`config.mk`:
```
export PLATFORM = sky130hd
export DESIGN_NAME = charge_port_mode_control
export DESIGN_NICKNAME = d
export VERILOG_FILES = /design/src/cp_pkg.sv /design/src/cp_sync.sv /design/src/cp_switch_clock.sv /design/src/charge_port_mode_control.sv
export SDC_FILE = /design/constraint.sdc
export NUM_CORES = 1
export LEC_CHECK = 0
export BUFFER_PORTS_ARGS = -buffer_cell sky130_fd_sc_hd__buf_2
export CAP_MARGIN = 30
export CORE_ASPECT_RATIO = 1.75
export CORE_MARGIN = 5
export CORE_UTILIZATION = 55
export DETAILED_ROUTE_END_ITERATION = 16
export HOLD_SLACK_MARGIN = 0.1
export PLACE_DENSITY = 0.83
export SYNTH_ARGS = -nofsm -noshare
export SYNTH_HDL_FRONTEND = slang
export SYNTH_HIERARCHICAL = 1
export SYNTH_SLANG_ARGS = --single-unit
```
`constraint.sdc`:
```
create_clock -name CORE_CLK -period 3.29 [get_ports CORE_CLK]
set_clock_uncertainty 0.15 [all_clocks]
set_input_delay 0.8225 -clock CORE_CLK [delete_from_list [all_inputs] [get_ports CORE_CLK]]
set_output_delay 0.8225 -clock CORE_CLK [all_outputs]
set_load 0.005 [all_outputs]
```
`src/cp_pkg.sv`:
```
// Shared constants, enums and structs of the charge-port mode control
package cp_pkg;

   // APB register byte offsets
   localparam logic [7:0] ADDR_CTRL = 8'h00;
   localparam logic [7:0] ADDR_STATUS = 8'h04;
   localparam logic [7:0] ADDR_IRQ_STAT = 8'h08;
   localparam logic [7:0] ADDR_IRQ_EN = 8'h0C;
   localparam logic [7:0] ADDR_IRQ_CLR = 8'h10;
   localparam logic [7:0] ADDR_DITHER = 8'h14;

   // Reset values
   localparam logic [1:0] CTRL_RESET = 2'h1;
   localparam logic [3:0] IRQ_EN_RESET = 4'h0;
   localparam logic [3:0] DITHER_RESET = 4'h3;

   // Event bit positions
   localparam int EV_ACTIVE = 0;
   localparam int EV_SHUTDOWN = 1;
   localparam int EV_WARN = 2;
   localparam int EV_THERM_SD = 3;
   localparam int NUM_EV = 4;

   // Sink debounce time and its count at 20 MHz
   localparam int CLK_HZ = 20_000_000;
   localparam int DEBOUNCE_US = 150;
   localparam int DEBOUNCE_CYC = DEBOUNCE_US * (CLK_HZ / 1_000_000);

   // Switching clock defaults, in core cycles
   localparam int SW_PERIOD_CYC = 50;
   localparam int SYNC_TIMEOUT_CYC = 200;

   typedef enum logic [1:0]
   {
      ST_SHUTDOWN = 2'b00,
      ST_STANDBY = 2'b01,
      ST_DEBOUNCE = 2'b10,
      ST_ACTIVE = 2'b11
   } mode_e;

   typedef enum logic [1:0]
   {
      ADV_DEFAULT = 2'b00,
      ADV_1A5 = 2'b01,
      ADV_3A = 2'b10
   } adv_e;

   typedef enum logic [1:0]
   {
      USB_NONE = 2'b00,
      USB_SDP = 2'b01,
      USB_CDP = 2'b10,
      USB_DCP_AUTO = 2'b11
   } usb_e;

   // Comparator and strap levels as seen by the mode machine
   typedef struct packed
   {
      logic enable_ok;
      logic vin_undervoltage_lockout;
      logic vcc_undervoltage_lockout;
      logic sink_cc1;
      logic sink_cc2;
      logic warn;
      logic therm_sd;
      logic sel_a;
      logic sel_b;
   } sense_s;

   localparam int SENSE_W = 9;

endpackage

```
`src/cp_sync.sv`:
```
// Two-stage synchroniser bank for comparator and strap levels
`timescale 1ns/1ps

module cp_sync
#(
   parameter int WIDTH = cp_pkg::SENSE_W
)
(
   // Clock and reset
   input wire logic CORE_CLK,
   input wire logic RESET_N,
   // Levels
   input wire logic [WIDTH-1:0] async_in,
   output logic [WIDTH-1:0] sync_out
);

   typedef struct packed
   {
      logic [WIDTH-1:0] first;
      logic [WIDTH-1:0] second;
   } sync_s;

   sync_s r;
   sync_s next_r;

   always_comb
   begin
      next_r.first = async_in;
      next_r.second = r.first;
   end

   always_ff @(posedge CORE_CLK)
   begin
      if (!RESET_N)
         r <= '0;
      else
         r <= next_r;
   end

   assign sync_out = r.second;

endmodule

```
`src/cp_switch_clock.sv`:
```
// Forced-PWM switching clock with dither and external sync lock
`timescale 1ns/1ps

module cp_switch_clock
#(
   parameter int PERIOD = cp_pkg::SW_PERIOD_CYC,
   parameter int TIMEOUT = cp_pkg::SYNC_TIMEOUT_CYC
)
(
   // Clock and reset
   input wire logic CORE_CLK,
   input wire logic RESET_N,
   // Control
   input wire logic run,
   input wire logic [3:0] dither_span,
   input wire logic sync_level,
   // Status
   output logic sw_pulse,
   output logic locked
);

   typedef struct packed
   {
      logic [15:0] count;
      logic [15:0] idle;
      logic [3:0] lfsr;
      logic sync_prev;
      logic locked;
      logic pulse;
   } clk_s;

   clk_s r;
   clk_s next_r;
   logic sync_rise;
   logic [15:0] limit;

   assign sync_rise = sync_level && !r.sync_prev;

   always_comb
   begin
      next_r = r;
      next_r.pulse = 1'b0;
      next_r.sync_prev = sync_level;
      // Dither spreads the period only within the programmed span
      limit = 16'(PERIOD) + 16'(r.lfsr & dither_span);
      if (sync_rise)
         next_r.idle = '0;
      else if (r.idle != 16'(TIMEOUT))
         next_r.idle = r.idle + 16'h0001;
      // Lock holds while sync edges keep coming within the timeout
      next_r.locked = (r.idle != 16'(TIMEOUT));
      if (!run)
      begin
         next_r.count = '0;
      end
      else if (r.locked ? sync_rise : (r.count >= limit - 16'h0001))
      begin
         // One pulse every period, never skipped at light load
         next_r.pulse = 1'b1;
         next_r.count = '0;
         next_r.lfsr = {r.lfsr[2:0], r.lfsr[3] ^ r.lfsr[2]};
      end
      else
      begin
         next_r.count = r.count + 16'h0001;
      end
   end

   always_ff @(posedge CORE_CLK)
   begin
      if (!RESET_N)
      begin
         r <= '0;
         r.lfsr <= 4'h1;
         // No sync edge seen yet, so start unlocked
         r.idle <= 16'(TIMEOUT);
      end
      else
         r <= next_r;
   end

   assign sw_pulse = r.pulse;
   assign locked = r.locked;

endmodule

```
`src/charge_port_mode_control.sv`:
```
// Mode, advertisement and thermal control of a Type-C charge port
// How it works
// - Warning level at 3 A advertisement drops advertisement to 1.5 A.
// - Warning level raises overtemp warning flag; fault stays low.
// - Shutdown level stops buck and drives load-switch gate low.
// - During thermistor shutdown the warning stays set, fault stays low.
// - Enable low forces shutdown with regulator off, whatever else.
// - Either supply undervoltage turns the regulator off.
// - Enabled without sink: standby, buck off, until Rd seen.
// - Active only with enable, both supplies good and a sink present.
// - Active buck runs forced PWM, constant frequency, no skipped pulses.
// - Active switching frequency is dithered within a narrow band.
// - Switching clock locks to a valid external sync clock.
// - Mode-select pins watched continuously; changes apply without restart.
// - 10 is 1.5 A SDP, 11 is 3 A CDP, 01 is 3 A DCP; here 01 gives DCP only with HAS_THERMISTOR set, else no mode.
// - Sink detection is debounced before the buck turns on.
// - Enable is sampled only once the input supply is above lockout.
//
// The APB register port and the register offsets are this design's own decisions.
`timescale 1ns/1ps

module charge_port_mode_control
#(
   parameter bit HAS_THERMISTOR = 1'b1,
   parameter int DEBOUNCE_CYCLES = cp_pkg::DEBOUNCE_CYC
)
(
   // Clock and reset
   input wire logic CORE_CLK,
   input wire logic RESET_N,
   // APB slave
   input wire logic PSEL,
   input wire logic PENABLE,
   input wire logic PWRITE,
   input wire logic [7:0] PADDR,
   input wire logic [31:0] PWDATA,
   output logic [31:0] PRDATA,
   output logic PREADY,
   output logic PSLVERR,
   // Comparator levels
   input wire logic ENABLE_ABOVE_THRESHOLD,
   input wire logic VIN_UNDERVOLTAGE_LOCKOUT,
   input wire logic VCC_UNDERVOLTAGE_LOCKOUT,
   input wire logic SINK_DETECT_CC1,
   input wire logic SINK_DETECT_CC2,
   input wire logic THERMISTOR_SENSE_WARN,
   input wire logic THERMAL_SHUTDOWN_LEVEL,
   // Mode straps and sync clock
   input wire logic MODE_SELECT_A,
   input wire logic MODE_SELECT_B,
   input wire logic FREQ_SET_SYNC_INPUT,
   // Outputs
   output logic BUCK_ENABLE,
   output logic BUCK_SWITCH_PULSE,
   output logic FORCED_PULSE_WIDTH_MODULATION,
   output logic LOAD_SWITCH_GATE_DRIVE,
   output logic OVERTEMP_WARNING_FLAG,
   output logic FAULT,
   output logic [1:0] CURRENT_ADVERTISEMENT,
   output logic [1:0] USB_MODE,
   output logic IRQ
);

   ////////////////////////////////////////////////////////////////////////
   // Types and state

   typedef struct packed
   {
      cp_pkg::mode_e mode;
      logic [23:0] debounce;
      logic enable_seen;
      logic [1:0] ctrl;
      logic [3:0] irq_stat;
      logic [3:0] irq_en;
      logic [3:0] dither;
      logic [31:0] rdata;
      logic slverr;
      logic buck;
      logic gate;
      logic warn;
      cp_pkg::adv_e adv;
      cp_pkg::usb_e usb;
   } core_s;

   core_s r;
   core_s next_r;
   cp_pkg::sense_s s;
   cp_pkg::sense_s raw;
   logic sw_pulse;
   logic sync_locked;
   logic [3:0] events;
   logic sink;
   logic supplies_ok;
   logic run_ok;
   logic apb_access;
   logic apb_write;

   ////////////////////////////////////////////////////////////////////////
   // Input synchronisation

   assign raw = '{enable_ok: ENABLE_ABOVE_THRESHOLD,
                  vin_undervoltage_lockout: VIN_UNDERVOLTAGE_LOCKOUT,
                  vcc_undervoltage_lockout: VCC_UNDERVOLTAGE_LOCKOUT,
                  sink_cc1: SINK_DETECT_CC1,
                  sink_cc2: SINK_DETECT_CC2,
                  warn: THERMISTOR_SENSE_WARN,
                  therm_sd: THERMAL_SHUTDOWN_LEVEL,
                  sel_a: MODE_SELECT_A,
                  sel_b: MODE_SELECT_B};

   cp_sync #(.WIDTH(cp_pkg::SENSE_W)) u_sync
   (
      .CORE_CLK(CORE_CLK),
      .RESET_N(RESET_N),
      .async_in(raw),
      .sync_out(s)
   );

   cp_switch_clock u_swclk
   (
      .CORE_CLK(CORE_CLK),
      .RESET_N(RESET_N),
      .run(r.buck),
      .dither_span(r.dither),
      .sync_level(FREQ_SET_SYNC_INPUT),
      .sw_pulse(sw_pulse),
      .locked(sync_locked)
   );

   ////////////////////////////////////////////////////////////////////////
   // Helpers

   // Mode straps to USB mode; reserved codes give no mode
   function automatic cp_pkg::usb_e decode_usb(input logic a, input logic b);
      if (a && b)
         decode_usb = cp_pkg::USB_CDP;
      else if (a)
         decode_usb = cp_pkg::USB_SDP;
      else if (b && HAS_THERMISTOR)
         decode_usb = cp_pkg::USB_DCP_AUTO;
      else
         decode_usb = cp_pkg::USB_NONE;
   endfunction

   function automatic cp_pkg::adv_e decode_adv(input cp_pkg::usb_e u);
      case (u)
         cp_pkg::USB_SDP: decode_adv = cp_pkg::ADV_1A5;
         cp_pkg::USB_CDP: decode_adv = cp_pkg::ADV_3A;
         cp_pkg::USB_DCP_AUTO: decode_adv = cp_pkg::ADV_3A;
         default: decode_adv = cp_pkg::ADV_DEFAULT;
      endcase
   endfunction

   assign sink = s.sink_cc1 || s.sink_cc2;
   assign supplies_ok = !s.vin_undervoltage_lockout && !s.vcc_undervoltage_lockout;
   // Software can hold the port off through the control register
   assign run_ok = s.enable_ok && r.enable_seen && supplies_ok && r.ctrl[0];
   assign apb_access = PSEL && PENABLE;
   assign apb_write = apb_access && PWRITE;

   ////////////////////////////////////////////////////////////////////////
   // Next state

   always_comb
   begin
      next_r = r;
      events = '0;

      // Enable only counts once input supply has cleared lockout
      if (s.vin_undervoltage_lockout || !s.enable_ok)
         next_r.enable_seen = 1'b0;
      else
         next_r.enable_seen = 1'b1;

      case (r.mode)
         cp_pkg::ST_SHUTDOWN:
         begin
            if (run_ok)
               next_r.mode = cp_pkg::ST_STANDBY;
         end
         cp_pkg::ST_STANDBY:
         begin
            next_r.debounce = '0;
            if (!run_ok)
               next_r.mode = cp_pkg::ST_SHUTDOWN;
            else if (sink)
               next_r.mode = cp_pkg::ST_DEBOUNCE;
         end
         cp_pkg::ST_DEBOUNCE:
         begin
            if (!run_ok)
               next_r.mode = cp_pkg::ST_SHUTDOWN;
            else if (!sink)
               next_r.mode = cp_pkg::ST_STANDBY;
            else if (r.debounce >= 24'(DEBOUNCE_CYCLES - 1))
               next_r.mode = cp_pkg::ST_ACTIVE;
            else
               next_r.debounce = r.debounce + 24'h000001;
         end
         cp_pkg::ST_ACTIVE:
         begin
            if (!run_ok)
               next_r.mode = cp_pkg::ST_SHUTDOWN;
            else if (!sink)
               next_r.mode = cp_pkg::ST_STANDBY;
         end
         default:
            next_r.mode = cp_pkg::ST_SHUTDOWN;
      endcase

      // Buck and gate follow the next mode, gated by the thermal shutdown level
      next_r.buck = (next_r.mode == cp_pkg::ST_ACTIVE)
                    && !(HAS_THERMISTOR && s.therm_sd);
      next_r.gate = next_r.buck;
      next_r.warn = HAS_THERMISTOR && (s.warn || s.therm_sd);

      next_r.usb = decode_usb(s.sel_a, s.sel_b);
      next_r.adv = decode_adv(next_r.usb);
      if (next_r.warn && next_r.adv == cp_pkg::ADV_3A)
         next_r.adv = cp_pkg::ADV_1A5;
      if (next_r.mode != cp_pkg::ST_ACTIVE)
         next_r.adv = cp_pkg::ADV_DEFAULT;

      // Event sources for the interrupt status
      events[cp_pkg::EV_ACTIVE] = next_r.buck && !r.buck;
      events[cp_pkg::EV_SHUTDOWN] = (next_r.mode == cp_pkg::ST_SHUTDOWN)
                                    && (r.mode != cp_pkg::ST_SHUTDOWN);
      events[cp_pkg::EV_WARN] = next_r.warn && !r.warn;
      events[cp_pkg::EV_THERM_SD] = HAS_THERMISTOR && s.therm_sd
                                    && r.buck;

      ////////////////////////////////////////////////////////////////////
      // APB registers, zero wait states

      next_r.slverr = 1'b0;
      next_r.rdata = '0;
      if (PSEL && !PENABLE && !PWRITE)
      begin
         if (PADDR == cp_pkg::ADDR_CTRL)
            next_r.rdata = {30'h0, r.ctrl};
         else if (PADDR == cp_pkg::ADDR_STATUS)
            next_r.rdata = {20'h0, sync_locked, r.usb, r.adv, r.warn,
                            r.gate, r.buck, 2'h0, r.mode};
         else if (PADDR == cp_pkg::ADDR_IRQ_STAT)
            next_r.rdata = {28'h0, r.irq_stat};
         else if (PADDR == cp_pkg::ADDR_IRQ_EN)
            next_r.rdata = {28'h0, r.irq_en};
         else if (PADDR == cp_pkg::ADDR_DITHER)
            next_r.rdata = {28'h0, r.dither};
         else if (PADDR != cp_pkg::ADDR_IRQ_CLR)
            next_r.slverr = 1'b1;
      end
      else if (PSEL && !PENABLE)
      begin
         if (PADDR != cp_pkg::ADDR_CTRL && PADDR != cp_pkg::ADDR_IRQ_EN
             && PADDR != cp_pkg::ADDR_IRQ_CLR && PADDR != cp_pkg::ADDR_DITHER)
            next_r.slverr = 1'b1;
      end
      else if (apb_access)
      begin
         next_r.rdata = r.rdata;
         next_r.slverr = r.slverr;
      end

      if (apb_write && PADDR == cp_pkg::ADDR_CTRL)
         next_r.ctrl = PWDATA[1:0];
      if (apb_write && PADDR == cp_pkg::ADDR_IRQ_EN)
         next_r.irq_en = PWDATA[3:0];
      if (apb_write && PADDR == cp_pkg::ADDR_DITHER)
         next_r.dither = PWDATA[3:0];
      // A clear never hides an event of the same cycle
      if (apb_write && PADDR == cp_pkg::ADDR_IRQ_CLR)
         next_r.irq_stat = (r.irq_stat & ~PWDATA[3:0]) | events;
      else
         next_r.irq_stat = r.irq_stat | events;
   end

   ////////////////////////////////////////////////////////////////////////
   // State register

   always_ff @(posedge CORE_CLK)
   begin
      if (!RESET_N)
      begin
         r <= '0;
         r.mode <= cp_pkg::ST_SHUTDOWN;
         r.ctrl <= cp_pkg::CTRL_RESET;
         r.irq_en <= cp_pkg::IRQ_EN_RESET;
         r.dither <= cp_pkg::DITHER_RESET;
      end
      else
         r <= next_r;
   end

   ////////////////////////////////////////////////////////////////////////
   // Outputs

   assign PRDATA = r.rdata;
   assign PREADY = 1'b1;
   assign PSLVERR = r.slverr && apb_access;
   assign BUCK_ENABLE = r.buck;
   assign BUCK_SWITCH_PULSE = sw_pulse;
   assign FORCED_PULSE_WIDTH_MODULATION = r.buck;
   assign LOAD_SWITCH_GATE_DRIVE = r.gate;
   assign OVERTEMP_WARNING_FLAG = r.warn;
   assign FAULT = 1'b0;
   assign CURRENT_ADVERTISEMENT = r.adv;
   assign USB_MODE = r.usb;
   assign IRQ = |(r.irq_stat & r.irq_en);

endmodule

```
==> metrics.md <==
| Metric | Value |
|---|---|
| Hold Path Class | `reg2reg` |
| Number of synthesis warnings | `6` |
| GRT overflow | `0` |
| Most common cell in the synthesized netlist | `dfxtp_1` |
| Synth Instances | `575` |
| Setup TNS | `0 ns` |
| Worst rel slew slack | `60.2%` |
| Post-Route Utilization | `63.0%` |
| Worst-path maximum fanout | `5` |
| CTS tree | `done` |
| I/O Buffers | `49` |
| FF-to-FF End | `u_swclk/r[6]$_SDFFE_PN0P_` |
| CP Capture Type | `flip-flop` |
| Final setup vio count | `0` |
| Post-Route WL | `10.6 mm` |
| # Post-CTS Setup Buffers | `0` |
| Hold path startpoint | `u_sync/next_r[2]$_SDFF_PN0_` |
| Clock Sinks | `approximately 120` |
| Highest ir drop seen on vdd | `approximately 0.44 mV` |
| GPL Wtd Cong | `0.878` |
| Peak Freq | `a little under 0.4 GHz` |
| Slowest stage delay, CP | `0.36 ns` |
| Seq pwr share | `43.9%` |
| Crit Path Class | `reg2reg` |
| Ant diodes | `0` |
| Sw frac | `22.8%` |
| Share of layout cells above drive strength 1 | `approximately 18%` |
| Post-synth EDFFs | `0` |
| Vias per inst | `5.50` |
| Cts hold-fix bufs | `0` |
| Leakage power | `2.46 nW` |
| Critical Path RT | `about 3.4 ns` |
| Top FF cell, synth | `dfxtp_1` |
| # nets final | `676` |
| Routed via count | `4,078` |
| Async SR Flop Fraction | `0%` |
| Total core area | `9410 µm²` |
| Cell Area, Synth | `5250 µm²` |
| Psw | `between 0.7 and 0.8 mW` |
| Top cells by area, synth | `dfxtp_1 44%, buf_4 5.7%, nor2_1 3.4%, ha_1 3.3%, xor2_1 3.2%` |
| Sink of the worst hold path | `u_sync/sync_out[2]$_SDFF_PN0_` |
| Leading area contributor after synthesis | `dfxtp_1` |
| Die area | `11,700 µm²` |
| Layout area overhead | `12.9%` |
| Detailed Routing Iterations Pass 1 | `5` |
| Tot GR Track Use | `between 15 and 20%` |
| Worst Max-Slew Pin Slew | `0.593 ns` |
| Final period demand of the worst path | `2.55 ns` |
| Synth Area per Inst | `9.13 µm²` |
| Worst path cell trace | `nand2_1 -> inv_1 -> ha_1 -> inv_1 -> ha_1 -> nor2b_1 -> o211a_1 -> o21ba_1 -> o311a_1 -> a32o_1` |
| Ports | `100` |
| Endpoints failing hold | `0` |
| Cells on worst reg2reg path | `10` |
| Initial DRC Count | `between 150 and 200` |
| Final instance area | `5930 µm²` |
| Startpoint types | `flip-flop` |
| Antenna Nets Post-Route | `0` |
| Clk Latency, worst-skew pair | `0.40 ns` |
| FP Rows | `47` |
| Global-route wire length before repair | `17.6 mm` |
| Worst hold path stage count | `1` |
| Yosys reg bits | `116` |
| Number of buffers created by CTS | `17` |
| Worst R2R Setup Slack | `around 0.74 ns` |
| Final Max Slew Viols | `0` |
| RSZ-0062 raised after global routing | `no` |
| Worst path arrival time | `2.70 ns` |
| Clk buf depth | `2` |
| Clock power frac | `52.4%` |
| Largest net degree at the start of global routing | `31` |
| Internal power | `~2.5 mW` |
| Root buf cell | `clkbuf_16` |
| Post-CTS Resized | `0` |
| P per Cell Area | `between 500 and 600 nW/µm²` |
| Commonest cells post-synth | `116 x dfxtp_1, 47 x nor2_1, 40 x buf_4, 39 x nand2_1, 30 x nand3_1` |
| Clk slew on worst S/H paths | `about 0.05 ns` |
| Max cap viols | `0` |
| Outcome | `completed` |
| FF-to-FF Start | `r[40]$_SDFFE_PN1P_` |
| DR WL/cell | `14.3 µm` |
| Initial Util | `55.8%` |
| DRC viols | `0` |
| Netlist cell types | `66` |
| Crit path max-delay cell type | `o311a_1` |
| Initial antenna violation count | `0` |
| Post-detail-place hpwl | `7.59 mm` |
| Tcrit/Tclk final | `77.6%` |
| Chip Height | `139 µm` |
| Placed Area | `5360 µm²` |
| Area share of the largest cell type after synthesis | `about 44%` |
| Seq/Total Area, Yosys | `between 40 and 50%` |
| H-tree Lvls | `4` |
| Logic gate share of total power | `approximately 3.7%` |
| Fill cell count | `~760` |
| Vias in the first global route | `roughly 4,000` |
| Die Wd | `83.9 µm` |
[area by class of cell]
| type | count | area, µm² | area share [%] |
|---|---|---|---|
| Sequential cell | 116 | 2320 | 39.2 |
| Tap cell | 122 | 153 | 2.57 |
| Timing Repair Buffer | 51 | 260 | 4.39 |
| Clock inverter | 14 | 130 | 2.20 |
| Multi-Input combinational cell | 404 | 2560 | 43.2 |
| Inverter | 17 | 63.8 | 1.08 |
| Clock buffer | 18 | 439 | 7.41 |
[sequential cells by signal, indices dropped and copies added, names as in the netlist]
name and flops:
u_swclk/locked 1, CURRENT_ADVERTISEMENT 2, r 42, u_swclk/r 37, LOAD_SWITCH_GATE_DRIVE 1, u_swclk/sw_pulse 1
USB_MODE 2, u_sync/next_r 9, OVERTEMP_WARNING_FLAG 1, u_sync/sync_out 9, PRDATA 11
[power groups by stage]
stage / clock network [mW] / registers, mW / logic, mW
floorplan: 0 / 1.47 / 0.0994
global placement: 0 / 1.47 / 0.113
detailed placement: 0 / 1.47 / 0.118
CTS: 1.75 / 1.44 / 0.120
global route: 1.82 / 1.44 / 0.137
finish: 1.72 / 1.44 / 0.121
[metal layers]
layer,track usage (%),vias up,part of all wire (%)
met5,0,-,0
met4,10.5,0,3.5
met3,5.20,34,4.9
met2,33.4,102,53
met1,18.4,1945,38
li1,-,1997,-
[critical path, delay by kind of cell, from the launching register on]
family | cells | cell delay (ns)
AO/OA/AOI/OAI | 4 | 1.02
adder cells (fa/ha/maj) | 2 | 0.56
buffers and inverters | 2 | 0.10
flip-flops | 1 | 0.34
AND/OR/NAND/NOR | 2 | 0.29
[cell families after synthesis]
group                      Yosys count  share of synthesized area (%)
muxes                               12                           2.29
buffers and inverters               75                           8.48
xor gates and xnor gates            31                           5.17
DFF                                116                           44.2
adders and majority gates           14                           3.33
AOI/OAI and AO/OA                   76                           10.2
other                                2                          0.143
and+or+nand+nor                    249                           26.2
[metrics by stage]
| stage | hold slack (ns) | total power, mW | setup slack, ns | cells |
|---|---|---|---|---|
| after floorplan | 0.276 | 1.57 | 0.886 | 595 |
| final | 0.295 | 3.29 | 0.736 | 742 |
| after CTS | 0.296 | 3.31 | 0.735 | 742 |
| after global routing | 0.312 | 3.40 | 0.586 | 742 |
| after global placement | 0.277 | 1.59 | 0.671 | 710 |
| after detailed placement | 0.283 | 1.59 | 0.561 | 710 |
[cell usage in the layout, fill, tap and decap left out, types with 18 or more instances in the layout]
master / count
dfxtp_1: 116
buf_2: 49
nor2_1: 47
nand2_1: 39
nand3_1: 30
nor2b_1: 26
and3_1: 23
conb_1: 22
xor2_1: 19
a21oi_1: 18
[how the worst max path moves through the flow]
stage | start | end | slack, ns | cells after the start
6_report | r[40]$_SDFFE_PN1P_ | u_swclk/r[6]$_SDFFE_PN0P_ | 0.74 | 10
5_1_grt | r[40]$_SDFFE_PN1P_ | u_swclk/r[29]$_SDFF_PP0_ | 0.59 | 10
4_1_cts | r[40]$_SDFFE_PN1P_ | u_swclk/r[6]$_SDFFE_PN0P_ | 0.74 | 10
3_5_place_dp | PADDR[0] | PRDATA[10]$_SDFFE_PN0P_ | 0.56 | 6
3_3_place_gp | PADDR[0] | r[41]$_SDFFE_PN1P_ | 0.67 | 6
2_1_floorplan | PADDR[0] | r[40]$_SDFFE_PN1P_ | 0.89 | 6
Power figures use the tool's default switching activity.
